`src/design/tlc_defs.vh`:
```
`ifndef TLC_DEFS_VH
`define TLC_DEFS_VH

// Register port widths
`define TLC_ADDR_W          8
`define TLC_DATA_W          16
`define TLC_LIM_W           12
`define TLC_NUM_CH          3

// Register offsets
`define TLC_REG_ENABLES     8'h00
`define TLC_REG_AVG         8'h01
`define TLC_REG_STAT_INT    8'h02
`define TLC_REG_STAT_R1     8'h03
`define TLC_REG_STAT_R2     8'h04
`define TLC_REG_INT_HI      8'h05
`define TLC_REG_INT_LO      8'h06
`define TLC_REG_R1_HI       8'h07
`define TLC_REG_R1_LO       8'h08
`define TLC_REG_R2_HI       8'h09
`define TLC_REG_R2_LO       8'h0a
`define TLC_REG_RES_INT     8'h0b
`define TLC_REG_RES_R1      8'h0c
`define TLC_REG_RES_R2      8'h0d

// Field positions
`define TLC_STAT_HI_BIT     2
`define TLC_STAT_LO_BIT     1
`define TLC_AVG_FLD_W       2
`define TLC_AVG_ALL_W       6

// Reset values
`define TLC_HI_RST          12'h7ff
`define TLC_LO_RST          12'h800
`define TLC_EN_RST          3'h0
`define TLC_AVG_RST         6'h00
`define TLC_RDATA_RST       16'h0000

// Averaging: 4 samples at field value 0, doubling per step
`define TLC_AVG_SHIFT_BASE  3'h2
`define TLC_AVG_CNT_W       6

`endif

```
`src/design/tlc_top.v`:
```
`timescale 1ns/10ps
`default_nettype none
`include "tlc_defs.vh"

// Summary of operation
// RULE_01 - Internal result above internal upper limit sets internal status bit 2.
// RULE_02 - Internal result below internal lower limit sets internal status bit 1.
// RULE_03 - Remote one result above its upper limit sets its status bit 2.
// RULE_04 - Remote one result below its lower limit sets its status bit 1.
// RULE_05 - Remote two result above its upper limit sets its status bit 2.
// RULE_06 - Remote two result below its lower limit sets its status bit 1.
// RULE_07 - Limits are 12-bit two's complement, 0.125 C per unit, compared signed.
// RULE_08 - All six limit registers are writable and read back the last value.
// RULE_09 - Each channel has its own enable bit; zero means disabled.
// RULE_10 - Per-channel two-bit field selects averaging of 4, 8, 16 or 32 samples.
// RULE_11 - Comparisons run only when enabled, once per new averaged result.
module tlc_top #(
  parameter LW = `TLC_LIM_W,
  parameter NC = `TLC_NUM_CH
) (
  input  wire                   clk_sys,
  input  wire                   rstn,
  input  wire [`TLC_ADDR_W-1:0] reg_addr,
  input  wire                   reg_wr,
  input  wire                   reg_rd,
  input  wire [`TLC_DATA_W-1:0] reg_wdata,
  output reg  [`TLC_DATA_W-1:0] reg_rdata_r,
  output reg                    reg_rvalid_r,
  input  wire [NC-1:0]          smp_valid,
  input  wire [NC*LW-1:0]       smp_data,
  output reg  [NC-1:0]          alarm_hi_r,
  output reg  [NC-1:0]          alarm_lo_r
);

  reg  [NC-1:0]             enables_r;
  reg  [`TLC_AVG_ALL_W-1:0] avg_cfg_r;
  reg  [NC*LW-1:0]          lim_hi_r;
  reg  [NC*LW-1:0]          lim_lo_r;
  reg  [NC*LW-1:0]          res_hold_r;
  wire [NC-1:0]             res_vld;
  wire [NC*LW-1:0]          res_bus;
  wire [NC-1:0]             hi_hit;
  wire [NC-1:0]             lo_hit;
  wire [NC-1:0]             stat_clr;
  reg  [`TLC_DATA_W-1:0]    rdata_nxt;
  integer                   i;

  // Per-channel averaging and limit checking
  genvar g;
  generate
    for (g = 0; g < NC; g = g + 1)
    begin : g_ch
      tlc_avg #(
        .DW (LW),
        .AW (LW + 5)
      ) u_avg (
        .clk_sys     (clk_sys),
        .rstn        (rstn),
        .enable      (enables_r[g]),                                    // [RULE_09]
        .avg_sel     (avg_cfg_r[g*`TLC_AVG_FLD_W +: `TLC_AVG_FLD_W]),  // [RULE_10]
        .smp_valid   (smp_valid[g]),
        .smp_data    (smp_data[g*LW +: LW]),
        .res_valid_r (res_vld[g]),
        .res_data_r  (res_bus[g*LW +: LW])
      );
      tlc_cmp #(
        .DW (LW)
      ) u_cmp (
        .clk_sys   (clk_sys),
        .rstn      (rstn),
        .enable    (enables_r[g]),                                      // [RULE_11]
        .res_valid (res_vld[g]),
        .res_data  (res_bus[g*LW +: LW]),
        .lim_hi    (lim_hi_r[g*LW +: LW]),
        .lim_lo    (lim_lo_r[g*LW +: LW]),
        .hi_hit_r  (hi_hit[g]),
        .lo_hit_r  (lo_hit[g])
      );
    end
  endgenerate

  // Reading a status register clears its flags
  assign stat_clr[0] = reg_rd && (reg_addr == `TLC_REG_STAT_INT);
  assign stat_clr[1] = reg_rd && (reg_addr == `TLC_REG_STAT_R1);
  assign stat_clr[2] = reg_rd && (reg_addr == `TLC_REG_STAT_R2);

  // Sticky alarm flags, a new hit beats a clear in the same cycle
  always @(posedge clk_sys or negedge rstn)
  begin
    if (!rstn)
    begin
      alarm_hi_r <= {NC{1'b0}};
      alarm_lo_r <= {NC{1'b0}};
    end
    else
    begin
      alarm_hi_r <= hi_hit | (alarm_hi_r & ~stat_clr); // [RULE_01] [RULE_03] [RULE_05]
      alarm_lo_r <= lo_hit | (alarm_lo_r & ~stat_clr); // [RULE_02] [RULE_04] [RULE_06]
    end
  end

  // Last averaged result per channel for readback
  always @(posedge clk_sys or negedge rstn)
  begin
    if (!rstn)
    begin
      res_hold_r <= {(NC*LW){1'b0}};
    end
    else
    begin
      for (i = 0; i < NC; i = i + 1)
      begin
        if (res_vld[i])
        begin
          res_hold_r[i*LW +: LW] <= res_bus[i*LW +: LW];
        end
      end
    end
  end

  // Host writes to control and limit registers
  always @(posedge clk_sys or negedge rstn)
  begin
    if (!rstn)
    begin
      enables_r <= `TLC_EN_RST;
      avg_cfg_r <= `TLC_AVG_RST;
      lim_hi_r  <= {NC{`TLC_HI_RST}};
      lim_lo_r  <= {NC{`TLC_LO_RST}};
    end
    else if (reg_wr)
    begin
      case (reg_addr)
        `TLC_REG_ENABLES: enables_r        <= reg_wdata[NC-1:0];              // [RULE_09]
        `TLC_REG_AVG:     avg_cfg_r        <= reg_wdata[`TLC_AVG_ALL_W-1:0];  // [RULE_10]
        `TLC_REG_INT_HI:  lim_hi_r[0*LW +: LW] <= reg_wdata[LW-1:0];          // [RULE_08]
        `TLC_REG_INT_LO:  lim_lo_r[0*LW +: LW] <= reg_wdata[LW-1:0];          // [RULE_08]
        `TLC_REG_R1_HI:   lim_hi_r[1*LW +: LW] <= reg_wdata[LW-1:0];          // [RULE_08]
        `TLC_REG_R1_LO:   lim_lo_r[1*LW +: LW] <= reg_wdata[LW-1:0];          // [RULE_08]
        `TLC_REG_R2_HI:   lim_hi_r[2*LW +: LW] <= reg_wdata[LW-1:0];          // [RULE_08]
        `TLC_REG_R2_LO:   lim_lo_r[2*LW +: LW] <= reg_wdata[LW-1:0];          // [RULE_08]
        default:          enables_r        <= enables_r;
      endcase
    end
  end

  // Read data select, unmapped offsets read zero
  always @*
  begin
    rdata_nxt = `TLC_RDATA_RST;
    case (reg_addr)
      `TLC_REG_ENABLES:  rdata_nxt[NC-1:0] = enables_r;
      `TLC_REG_AVG:      rdata_nxt[`TLC_AVG_ALL_W-1:0] = avg_cfg_r;
      `TLC_REG_STAT_INT:
      begin
        rdata_nxt[`TLC_STAT_HI_BIT] = alarm_hi_r[0];
        rdata_nxt[`TLC_STAT_LO_BIT] = alarm_lo_r[0];
      end
      `TLC_REG_STAT_R1:
      begin
        rdata_nxt[`TLC_STAT_HI_BIT] = alarm_hi_r[1];
        rdata_nxt[`TLC_STAT_LO_BIT] = alarm_lo_r[1];
      end
      `TLC_REG_STAT_R2:
      begin
        rdata_nxt[`TLC_STAT_HI_BIT] = alarm_hi_r[2];
        rdata_nxt[`TLC_STAT_LO_BIT] = alarm_lo_r[2];
      end
      `TLC_REG_INT_HI:   rdata_nxt[LW-1:0] = lim_hi_r[0*LW +: LW];   // [RULE_08]
      `TLC_REG_INT_LO:   rdata_nxt[LW-1:0] = lim_lo_r[0*LW +: LW];   // [RULE_08]
      `TLC_REG_R1_HI:    rdata_nxt[LW-1:0] = lim_hi_r[1*LW +: LW];   // [RULE_08]
      `TLC_REG_R1_LO:    rdata_nxt[LW-1:0] = lim_lo_r[1*LW +: LW];   // [RULE_08]
      `TLC_REG_R2_HI:    rdata_nxt[LW-1:0] = lim_hi_r[2*LW +: LW];   // [RULE_08]
      `TLC_REG_R2_LO:    rdata_nxt[LW-1:0] = lim_lo_r[2*LW +: LW];   // [RULE_08]
      `TLC_REG_RES_INT:  rdata_nxt[LW-1:0] = res_hold_r[0*LW +: LW];
      `TLC_REG_RES_R1:   rdata_nxt[LW-1:0] = res_hold_r[1*LW +: LW];
      `TLC_REG_RES_R2:   rdata_nxt[LW-1:0] = res_hold_r[2*LW +: LW];
      default:           rdata_nxt = `TLC_RDATA_RST;
    endcase
  end

  // Registered read answer, one cycle after the strobe
  always @(posedge clk_sys or negedge rstn)
  begin
    if (!rstn)
    begin
      reg_rdata_r  <= `TLC_RDATA_RST;
      reg_rvalid_r <= 1'b0;
    end
    else
    begin
      reg_rvalid_r <= reg_rd;
      if (reg_rd)
      begin
        reg_rdata_r <= rdata_nxt;
      end
    end
  end

endmodule // tlc_top
`default_nettype wire

```
`src/design/tlc_avg.v`:
```
`timescale 1ns/10ps
`default_nettype none
`include "tlc_defs.vh"

module tlc_avg #(
  parameter DW = 12,
  parameter AW = 17
) (
  input  wire          clk_sys,
  input  wire          rstn,
  input  wire          enable,
  input  wire [1:0]    avg_sel,
  input  wire          smp_valid,
  input  wire [DW-1:0] smp_data,
  output reg           res_valid_r,
  output reg  [DW-1:0] res_data_r
);

  reg signed [AW-1:0]             acc_r;
  reg        [`TLC_AVG_CNT_W-1:0] cnt_r;
  wire       [2:0]                shift;
  wire       [`TLC_AVG_CNT_W-1:0] last_cnt;
  wire signed [AW-1:0]            sum;
  wire signed [AW-1:0]            mean;

  // Window length 4, 8, 16 or 32 from the select field
  assign shift    = {1'b0, avg_sel} + `TLC_AVG_SHIFT_BASE;
  assign last_cnt = ({{(`TLC_AVG_CNT_W-1){1'b0}}, 1'b1} << shift) - {{(`TLC_AVG_CNT_W-1){1'b0}}, 1'b1};
  assign sum      = acc_r + {{(AW-DW){smp_data[DW-1]}}, smp_data};
  assign mean     = sum >>> shift;

  // Accumulate, close the window, emit one result pulse
  always @(posedge clk_sys or negedge rstn)
  begin
    if (!rstn)
    begin
      acc_r       <= {AW{1'b0}};
      cnt_r       <= {`TLC_AVG_CNT_W{1'b0}};
      res_valid_r <= 1'b0;
      res_data_r  <= {DW{1'b0}};
    end
    else if (!enable)
    begin
      acc_r       <= {AW{1'b0}};              // [RULE_09]
      cnt_r       <= {`TLC_AVG_CNT_W{1'b0}};
      res_valid_r <= 1'b0;
    end
    else if (smp_valid)
    begin
      if (cnt_r >= last_cnt)                  // [RULE_10]
      begin
        res_data_r  <= mean[DW-1:0];
        res_valid_r <= 1'b1;
        acc_r       <= {AW{1'b0}};
        cnt_r       <= {`TLC_AVG_CNT_W{1'b0}};
      end
      else
      begin
        acc_r       <= sum;
        cnt_r       <= cnt_r + {{(`TLC_AVG_CNT_W-1){1'b0}}, 1'b1};
        res_valid_r <= 1'b0;
      end
    end
    else
    begin
      res_valid_r <= 1'b0;
    end
  end

endmodule // tlc_avg
`default_nettype wire

```
`src/design/tlc_cmp.v`:
```
`timescale 1ns/10ps
`default_nettype none
`include "tlc_defs.vh"

module tlc_cmp #(
  parameter DW = 12
) (
  input  wire          clk_sys,
  input  wire          rstn,
  input  wire          enable,
  input  wire          res_valid,
  input  wire [DW-1:0] res_data,
  input  wire [DW-1:0] lim_hi,
  input  wire [DW-1:0] lim_lo,
  output reg           hi_hit_r,
  output reg           lo_hit_r
);

  wire eval;

  // Only a fresh result of an enabled channel is judged
  assign eval = enable & res_valid;           // [RULE_11]

  // Signed compare against both limits
  always @(posedge clk_sys or negedge rstn)
  begin
    if (!rstn)
    begin
      hi_hit_r <= 1'b0;
      lo_hit_r <= 1'b0;
    end
    else
    begin
      hi_hit_r <= eval & ($signed(res_data) > $signed(lim_hi)); // [RULE_07]
      lo_hit_r <= eval & ($signed(res_data) < $signed(lim_lo)); // [RULE_07]
    end
  end

endmodule // tlc_cmp
`default_nettype wire

```
`config.mk`:
```
export PLATFORM = sky130hd
export DESIGN_NAME = tlc_top
export DESIGN_NICKNAME = d
export VERILOG_FILES = /design/src/design/tlc_top.v /design/src/design/tlc_avg.v /design/src/design/tlc_cmp.v
export VERILOG_INCLUDE_DIRS = /design/src /design/src/design
export SDC_FILE = /design/constraint.sdc
export NUM_CORES = 1
export LEC_CHECK = 0
export ABC_CLOCK_PERIOD_IN_PS = 8300
export BUFFER_PORTS_ARGS = -buffer_cell sky130_fd_sc_hd__buf_2
export CAP_MARGIN = 15
export CELL_PAD_IN_SITES_DETAIL_PLACEMENT = 1
export CELL_PAD_IN_SITES_GLOBAL_PLACEMENT = 2
export CORE_ASPECT_RATIO = 1.5
export CORE_MARGIN = 2
export CORE_UTILIZATION = 44
export CTS_CLUSTER_SIZE = 24
export DETAILED_ROUTE_END_ITERATION = 7
export PLACE_DENSITY = 0.94
export SKIP_CTS_REPAIR_TIMING = 1
export SYNTH_ARGS = -nofsm -noshare
export SYNTH_HDL_FRONTEND = slang
export SYNTH_SLANG_ARGS = --single-unit
```
`constraint.sdc`:
```
create_clock -name clk_sys -period 8.3 [get_ports clk_sys]
set_input_delay 0.83 -clock clk_sys [delete_from_list [all_inputs] [get_ports clk_sys]]
set_output_delay 0.83 -clock clk_sys [all_outputs]
set_load 0.02 [all_outputs]
```
[Word-level counts from Yosys, hierarchy flattened]
Cells that the tools add are included.
W data, S select, Z words.
Cells by class
  add/subtract/negate cells: 12
  magnitude comparators: 9
  equal/unequal tests: 16
  shift-type cells: 6
  multiplexer cells: 31
  bitwise gates (word level): 14
  reductions and logical operators: 15
Operators by type and width (number)
  $mux W17: 9
  $mux W6: 9
  $pmux W6 S9: 1
  $add A17 B17 Y17: 3
  $sshr A17 B3 Y12: 3
  $eq A8 B4 Y1 const B: 6
  $gt A12 B12 Y1: 3
  $lt A12 B12 Y1: 3
  $eq A8 B3 Y1 const B: 4
  $pmux W3 S10: 1
  $pmux W2 S14: 1
  $add A6 B1 Y6 const B: 3
  $ge A6 B6 Y1: 3
  $shl A1 B3 Y6 const A: 3
  $sub A6 B1 Y6 const B: 3
  $eq A8 B2 Y1 const B: 2
  $reduce_and A2 Y1: 8
  $pmux W1 S11: 1
  $add A2 B2 Y3 const B: 3
  $and A1 B1 Y1: 9
  $mux W1: 9
  $reduce_and A3 Y1: 3
  $eq A8 B1 Y1 const B: 1
  $logic_not A8 Y1: 1
  other kinds (5): 11
Word-level totals
  bits in registers: 250
  bits of input ports: 67
  output and inout port bits: 23
  logic and storage cells: 136

[Logic depth before layout (Yosys ltp)]
  depth after elaboration: 7
  gate-level depth with buffers: 14

[Cells and area by module]
A second synthesis with hierarchy kept.
Unflattened totals
  cell total of the unflattened synthesis: 1588
  area, all modules: 16573.4 um^2
Modules (own cells, without submodules)
  tlc_top: instances 1, cells an instance 493, area each 6520.0 um^2, sequential area each 3448.3 um^2
  tlc_avg (g_ch[0].u_avg ...): instances 2, cells an instance 279, area each 2697.6 um^2, sequential area each 900.9 um^2
  tlc_avg (g_ch[1].u_avg): instances 1, cells an instance 279, area each 2698.8 um^2, sequential area each 900.9 um^2
  tlc_cmp: instances 3, cells an instance 86, area each 653.1 um^2, sequential area each 50.0 um^2

[Least setup slack after synthesis]
Ideal clock, no wire load.
  kind: input to register
  start: input port smp_data[0]
  end: register g_ch[0].u_avg.res_data_r[10]
  library setup time: 0.125 ns
  data arrival time: 2.991 ns
  required time: 8.175 ns
  setup slack: 5.184 ns
  stages: 11
  path buffers: 0
  cell sequence: ha_1 > inv_1 > fa_1 > nor2b_1 > o31a_1 > o21ai_0 > a21o_1 > o21ai_0 > xor2_1 > mux4_2 > mux2_4
On the way
  longest elaborated chain between the ends: 2
RTL lines
  start, declared: RTL line tlc_top.v:30  | input wire [NC*LW-1:0] smp_data,
  $add A17 B17 Y17: RTL line tlc_avg.v:29  | assign sum = acc_r + {{(AW-DW){smp_data[DW-1]}}, smp_data};
  $sshr A17 B3 Y12: RTL line tlc_avg.v:30  | assign mean = sum >>> shift;
  end signal, assigned: RTL line tlc_avg.v:40  | res_data_r <= {DW{1'b0}};
  end signal, assigned: RTL line tlc_avg.v:52  | res_data_r <= mean[DW-1:0];
  end, declared: RTL line tlc_avg.v:16  | output reg [DW-1:0] res_data_r
No other way between the ends.
A chain may end at the register's enable or synchronous reset.

[Final worst setup path]
  start: register avg_cfg_r[3]
  end: register g_ch[1].u_avg.cnt_r[5]
On the way
  longest elaborated chain between the ends: 7
RTL lines
  start, declared: RTL line tlc_top.v:36  | reg [`TLC_AVG_ALL_W-1:0] avg_cfg_r;
  start signal, assigned: RTL line tlc_top.v:127  | avg_cfg_r <= `TLC_AVG_RST;
  start signal, assigned: RTL line tlc_top.v:135  | `TLC_REG_AVG: avg_cfg_r <= reg_wdata[`TLC_AVG_ALL_W-1:0];
  $add A2 B2 Y3 (no line)
  $shl A1 B3 Y6: RTL line tlc_avg.v:28  | assign last_cnt = ({{(`TLC_AVG_CNT_W-1){1'b0}}, 1'b1} << shift) - {{(`TLC_AVG_CNT_W-1){1'b0}}, 1'b1};
  $sub A6 B1 Y6: RTL line tlc_avg.v:28
  $ge A6 B6 Y1: RTL line tlc_avg.v:50  | if (cnt_r >= last_cnt)
  $mux W6: RTL line tlc_avg.v:50
  $mux W6: RTL line tlc_avg.v:48  | else if (smp_valid)
  $mux W6: RTL line tlc_avg.v:42  | else if (!enable)
  end signal, assigned: RTL line tlc_avg.v:45  | cnt_r <= {`TLC_AVG_CNT_W{1'b0}};
  end signal, assigned: RTL line tlc_avg.v:55  | cnt_r <= {`TLC_AVG_CNT_W{1'b0}};
  end signal, assigned: RTL line tlc_avg.v:60  | cnt_r <= cnt_r + {{(`TLC_AVG_CNT_W-1){1'b0}}, 1'b1};
  end, declared: RTL line tlc_avg.v:20  | reg [`TLC_AVG_CNT_W-1:0] cnt_r;
No other way between the ends. The select of a mux whose other input is x is not followed.

==> impl_metrics.yaml <==
place:
  routabilityCongestion: 0.950
  portBuffers: 81
  detailed_placer_s_ending_hpwl_um: 35600
  detailed_place.area_um2: 16500
synth:
  synth_ff_type: "sky130_fd_sc_hd__dfrtp_1"
  syn_avg_cell_area_um2: 10.1
  synth-edff-count: 0
  ys_ff_latch: 250
  synth_sequential_area_ratio_pct: 40.0
  synthMostInstantiatedCell: "sky130_fd_sc_hd__dfrtp_1"
  postSynth.asyncResetShare_pct: 100
  cell_accounting_for_the_most_synthesized_area: "sky130_fd_sc_hd__dfrtp_1"
  distinct_cell_type_count_after_synthesis: 78
  netlist_area_um2: 15700
  number_of_warnings_reported_in_the_yosys_synthesis_log: 0
  postSynthCellCount: 1563
  ys_top_cells_by_count: "sky130_fd_sc_hd__dfrtp_1 (214), sky130_fd_sc_hd__ha_1 (135), sky130_fd_sc_hd__mux2_2 (130), sky130_fd_sc_hd__inv_1 (115), sky130_fd_sc_hd__o21ai_0 (112)"
  synth_top_cell_area_share_pct: 34.0
  synth.top_cells.by_area: "sky130_fd_sc_hd__dfrtp_1 (34%), sky130_fd_sc_hd__ha_1 (11%), sky130_fd_sc_hd__mux2_2 (9.3%)"
pwr:
  post_route_total_power_mw: 2.85
  power_density_nw_per_um2: 163
  max-vdd-ir-drop_mv: 0.132
  total_leakage_power_nw: 8.34
critical_path:
  cp-endpoint: "g_ch[1].u_avg.cnt_r[5]"
  rr_worst_depth: 9
  worst_setup_path_startpoint: "avg_cfg_r[3]"
  timing.critical_path.fanout_max: 20
  rr_startpoint: "avg_cfg_r[3]"
  critical_path_sink_type: "flop"
  path_type_of_the_worst_setup_path: "flop to flop"
  kind_of_start_point_of_the_critical_path: "flop"
  worst_ep_required_time_ns: 8.77
  worst-endpoint-arrival_ns: 3.84
  reg2reg_to: "g_ch[1].u_avg.cnt_r[5]"
  ff2ff_setup_slack_ns: 4.93
hold_path:
  hp-class: "input pin to asynchronous set/reset pin"
grt:
  global_route_wire_length_before_repair_um: 75800
  grt_max_degree: 141
  globalRouteTotalUtil_pct: 26.0
  antenna_violations_before_repair: 1
  grt_pass1_vias: 13838
  grt_overflow_total: 0
die:
  top_level_ports: 90
  starting_density_pct: 44.7
  coreArea_um2: 35200
  die_w_um: 158
  die_area_um2: 37300
  std_cell_rows: 84
  chip_height_um: 236
drt:
  firstDrtPassIters: 5
  initialDrtViolationCount: 665
  detail_route.drc_violations: 0
  drt-vias-per-instance: 6.01
  wire_per_inst_um: 22.7
  route.vias.total: 12659
  postRouteAntennaNets: 0
  postRouteWirelength_um: 47700
clock_tree:
  ctsRootBufferMaster: "sky130_fd_sc_hd__clkbuf_16"
  clk_pin_slew_worst_paths_ns: 0.07
  clockBufferDepth: 3
  cts-buffers-inserted: 26
  cts.sinks: 250
  cts_tree: "yes"
  htree_num_levels: 1
  clock_latency_ns: 0.56
layout:
  multiInputGateArea_um2: 8680
  post_route_cells_drive_above_1_share_pct: 20.1
  layout-area-overhead-vs-synth_pct: 10.8
  filler_cell_count: 3944
  diodes: 0
  final_net_count: 1818
  post-route-cell-area_um2: 17400
  sequential_area_um2: 6300
sta:
  finalCriticalPeriod_ns: 3.37
  setup-violations-final: 0
  final_hold_violations: 0
  timing.final.crit_share_pct: 40.7
  tns_ns: 0
  skew_ns: 0.0226
  relSlewSlack_pct: 33.6
  grt_setup_unrepaired: "no"
  transition_time_at_the_pin_with_the_least_slew_margin_ns: 0.996
  maxClockFrequency_ghz: 0.296
  final_max_slew_viol_count: 0
flow_run:
  max-cap-violations: 0
status:
  status: "complete, no violations"
-- critical path, stage by stage (launching register included) --
cell,delay (ns)
sky130_fd_sc_hd__dfrtp_1,0.73
sky130_fd_sc_hd__clkinv_1,0.43
sky130_fd_sc_hd__ha_1,0.40
sky130_fd_sc_hd__a21o_1,0.16
sky130_fd_sc_hd__a21o_1,0.17
sky130_fd_sc_hd__a21oi_1,0.33
sky130_fd_sc_hd__nand3_1,0.51
sky130_fd_sc_hd__a31oi_1,0.36
sky130_fd_sc_hd__o21ai_0,0.11
sky130_fd_sc_hd__o21ai_0,0.08
-- layout make-up --
type | count | share of cell area [%]
Clock inverter | 10 | 0.882
Sequential cell | 250 | 36.1
Multi-Input combinational cell | 1122 | 49.8
Inverter | 120 | 2.58
Clock buffer | 38 | 4.28
Tap cell | 473 | 3.39
Timing Repair Buffer | 93 | 2.97
-- cells in the final DEF (no fill, tap or decap), types with 15 or more instances in the layout --
master                      Yosys  final
sky130_fd_sc_hd__nor2_1        75     75
sky130_fd_sc_hd__o21ai_0      112    112
sky130_fd_sc_hd__nor2b_1       23     23
sky130_fd_sc_hd__clkbuf_16      0     27
sky130_fd_sc_hd__xor2_1        17     17
sky130_fd_sc_hd__a211oi_1      17     17
sky130_fd_sc_hd__nor3_1        16     16
sky130_fd_sc_hd__a31oi_1       20     20
sky130_fd_sc_hd__mux2i_1       25     25
sky130_fd_sc_hd__nand2b_1      19     19
sky130_fd_sc_hd__a22o_1        45     45
sky130_fd_sc_hd__xnor2_1       25     25
sky130_fd_sc_hd__buf_2          1     80
sky130_fd_sc_hd__a21o_1        47     47
sky130_fd_sc_hd__nand3_1       28     28
sky130_fd_sc_hd__a22oi_1       15     15
sky130_fd_sc_hd__mux2_2       130    130
sky130_fd_sc_hd__nand2_1      101    101
sky130_fd_sc_hd__ha_1         135    135
sky130_fd_sc_hd__dfrtp_1      214    214
sky130_fd_sc_hd__a21oi_1       66     66
sky130_fd_sc_hd__dfstp_2       36     36
sky130_fd_sc_hd__nand4_1       26     26
sky130_fd_sc_hd__inv_1        115    115
-- registers in the layout, indices dropped and copies added (netlist names) --
| signal | flops |
|---|---|
| alarm_lo_r | 3 |
| enables_r | 3 |
| reg_rvalid_r | 1 |
| g_ch.u_avg.res_data_r | 36 |
| g_ch.u_cmp.hi_hit_r | 3 |
| res_hold_r | 36 |
| alarm_hi_r | 3 |
| lim_lo_r | 36 |
| g_ch.u_avg.cnt_r | 18 |
| reg_rdata_r | 12 |
| g_ch.u_avg.res_valid_r | 3 |
| lim_hi_r | 36 |
| g_ch.u_cmp.lo_hit_r | 3 |
| g_ch.u_avg.acc_r | 51 |
| avg_cfg_r | 6 |
-- per-stage QoR --
| stage | utilization [%] | setup WS [ns] | hold slack [ns] | std cells |
|---|---|---|---|---|
| floorplan | - | 5.18 | 0.404 | 1568 |
| global placement | 47.0 | 4.74 | 0.408 | 2058 |
| detailed placement | 47.0 | 4.73 | 0.419 | 2058 |
| CTS | 49.5 | 4.92 | 0.379 | 2106 |
| global route | 49.5 | 4.69 | 0.386 | 2106 |
| finish | 49.5 | 4.93 | 0.313 | 2106 |
-- where the power goes --
| part | internal (mW) | switching, mW | leakage (nW) | total (mW) |
|---|---|---|---|---|
| Sequential | 1.25 | 0.0268 | 3.33 | 1.28 |
| Combinational | 0.118 | 0.194 | 4.56 | 0.312 |
| Clock | 0.748 | 0.507 | 0.444 | 1.26 |
| Total | 2.12 | 0.728 | 8.34 | 2.85 |
-- logic make-up after synthesis --
family                     after synthesis  synth area share, %
other                                    2               0.0477
and+or+nand+nor                        336                 10.4
adders and majority gates              138                 11.1
xor gates and xnor gates                42                 2.34
buffers and inverters                  196                 4.92
DFF                                    250                 40.0
muxes                                  166                 12.4
AOI/OAI and AO/OA                      433                 18.7
-- metal layers --
| layer | track usage, % | vias up | share of wire [%] |
|---|---|---|---|
| li1 | - | 5788 | - |
| met1 | 29.0 | 6426 | 38 |
| met2 | 46.0 | 299 | 51 |
| met3 | 3.24 | 144 | 3.6 |
| met4 | 16.7 | 2 | 7.4 |
| met5 | 0 | - | 0.027 |
-- worst min-delay path by stage --
stage / from / cells after the start / end
floorplan: g_ch[0].u_cmp.hi_hit_r / 1 / alarm_hi_r[0]
global placement: g_ch[1].u_cmp.lo_hit_r / 1 / alarm_lo_r[1]
detailed placement: g_ch[1].u_cmp.lo_hit_r / 1 / alarm_lo_r[1]
CTS: rstn / 1 / g_ch[1].u_avg.acc_r[9]
global route: rstn / 1 / g_ch[1].u_avg.acc_r[10]
finish: rstn / 1 / g_ch[1].u_avg.acc_r[9]
No activity file was read; power rests on OpenSTA's default activity.
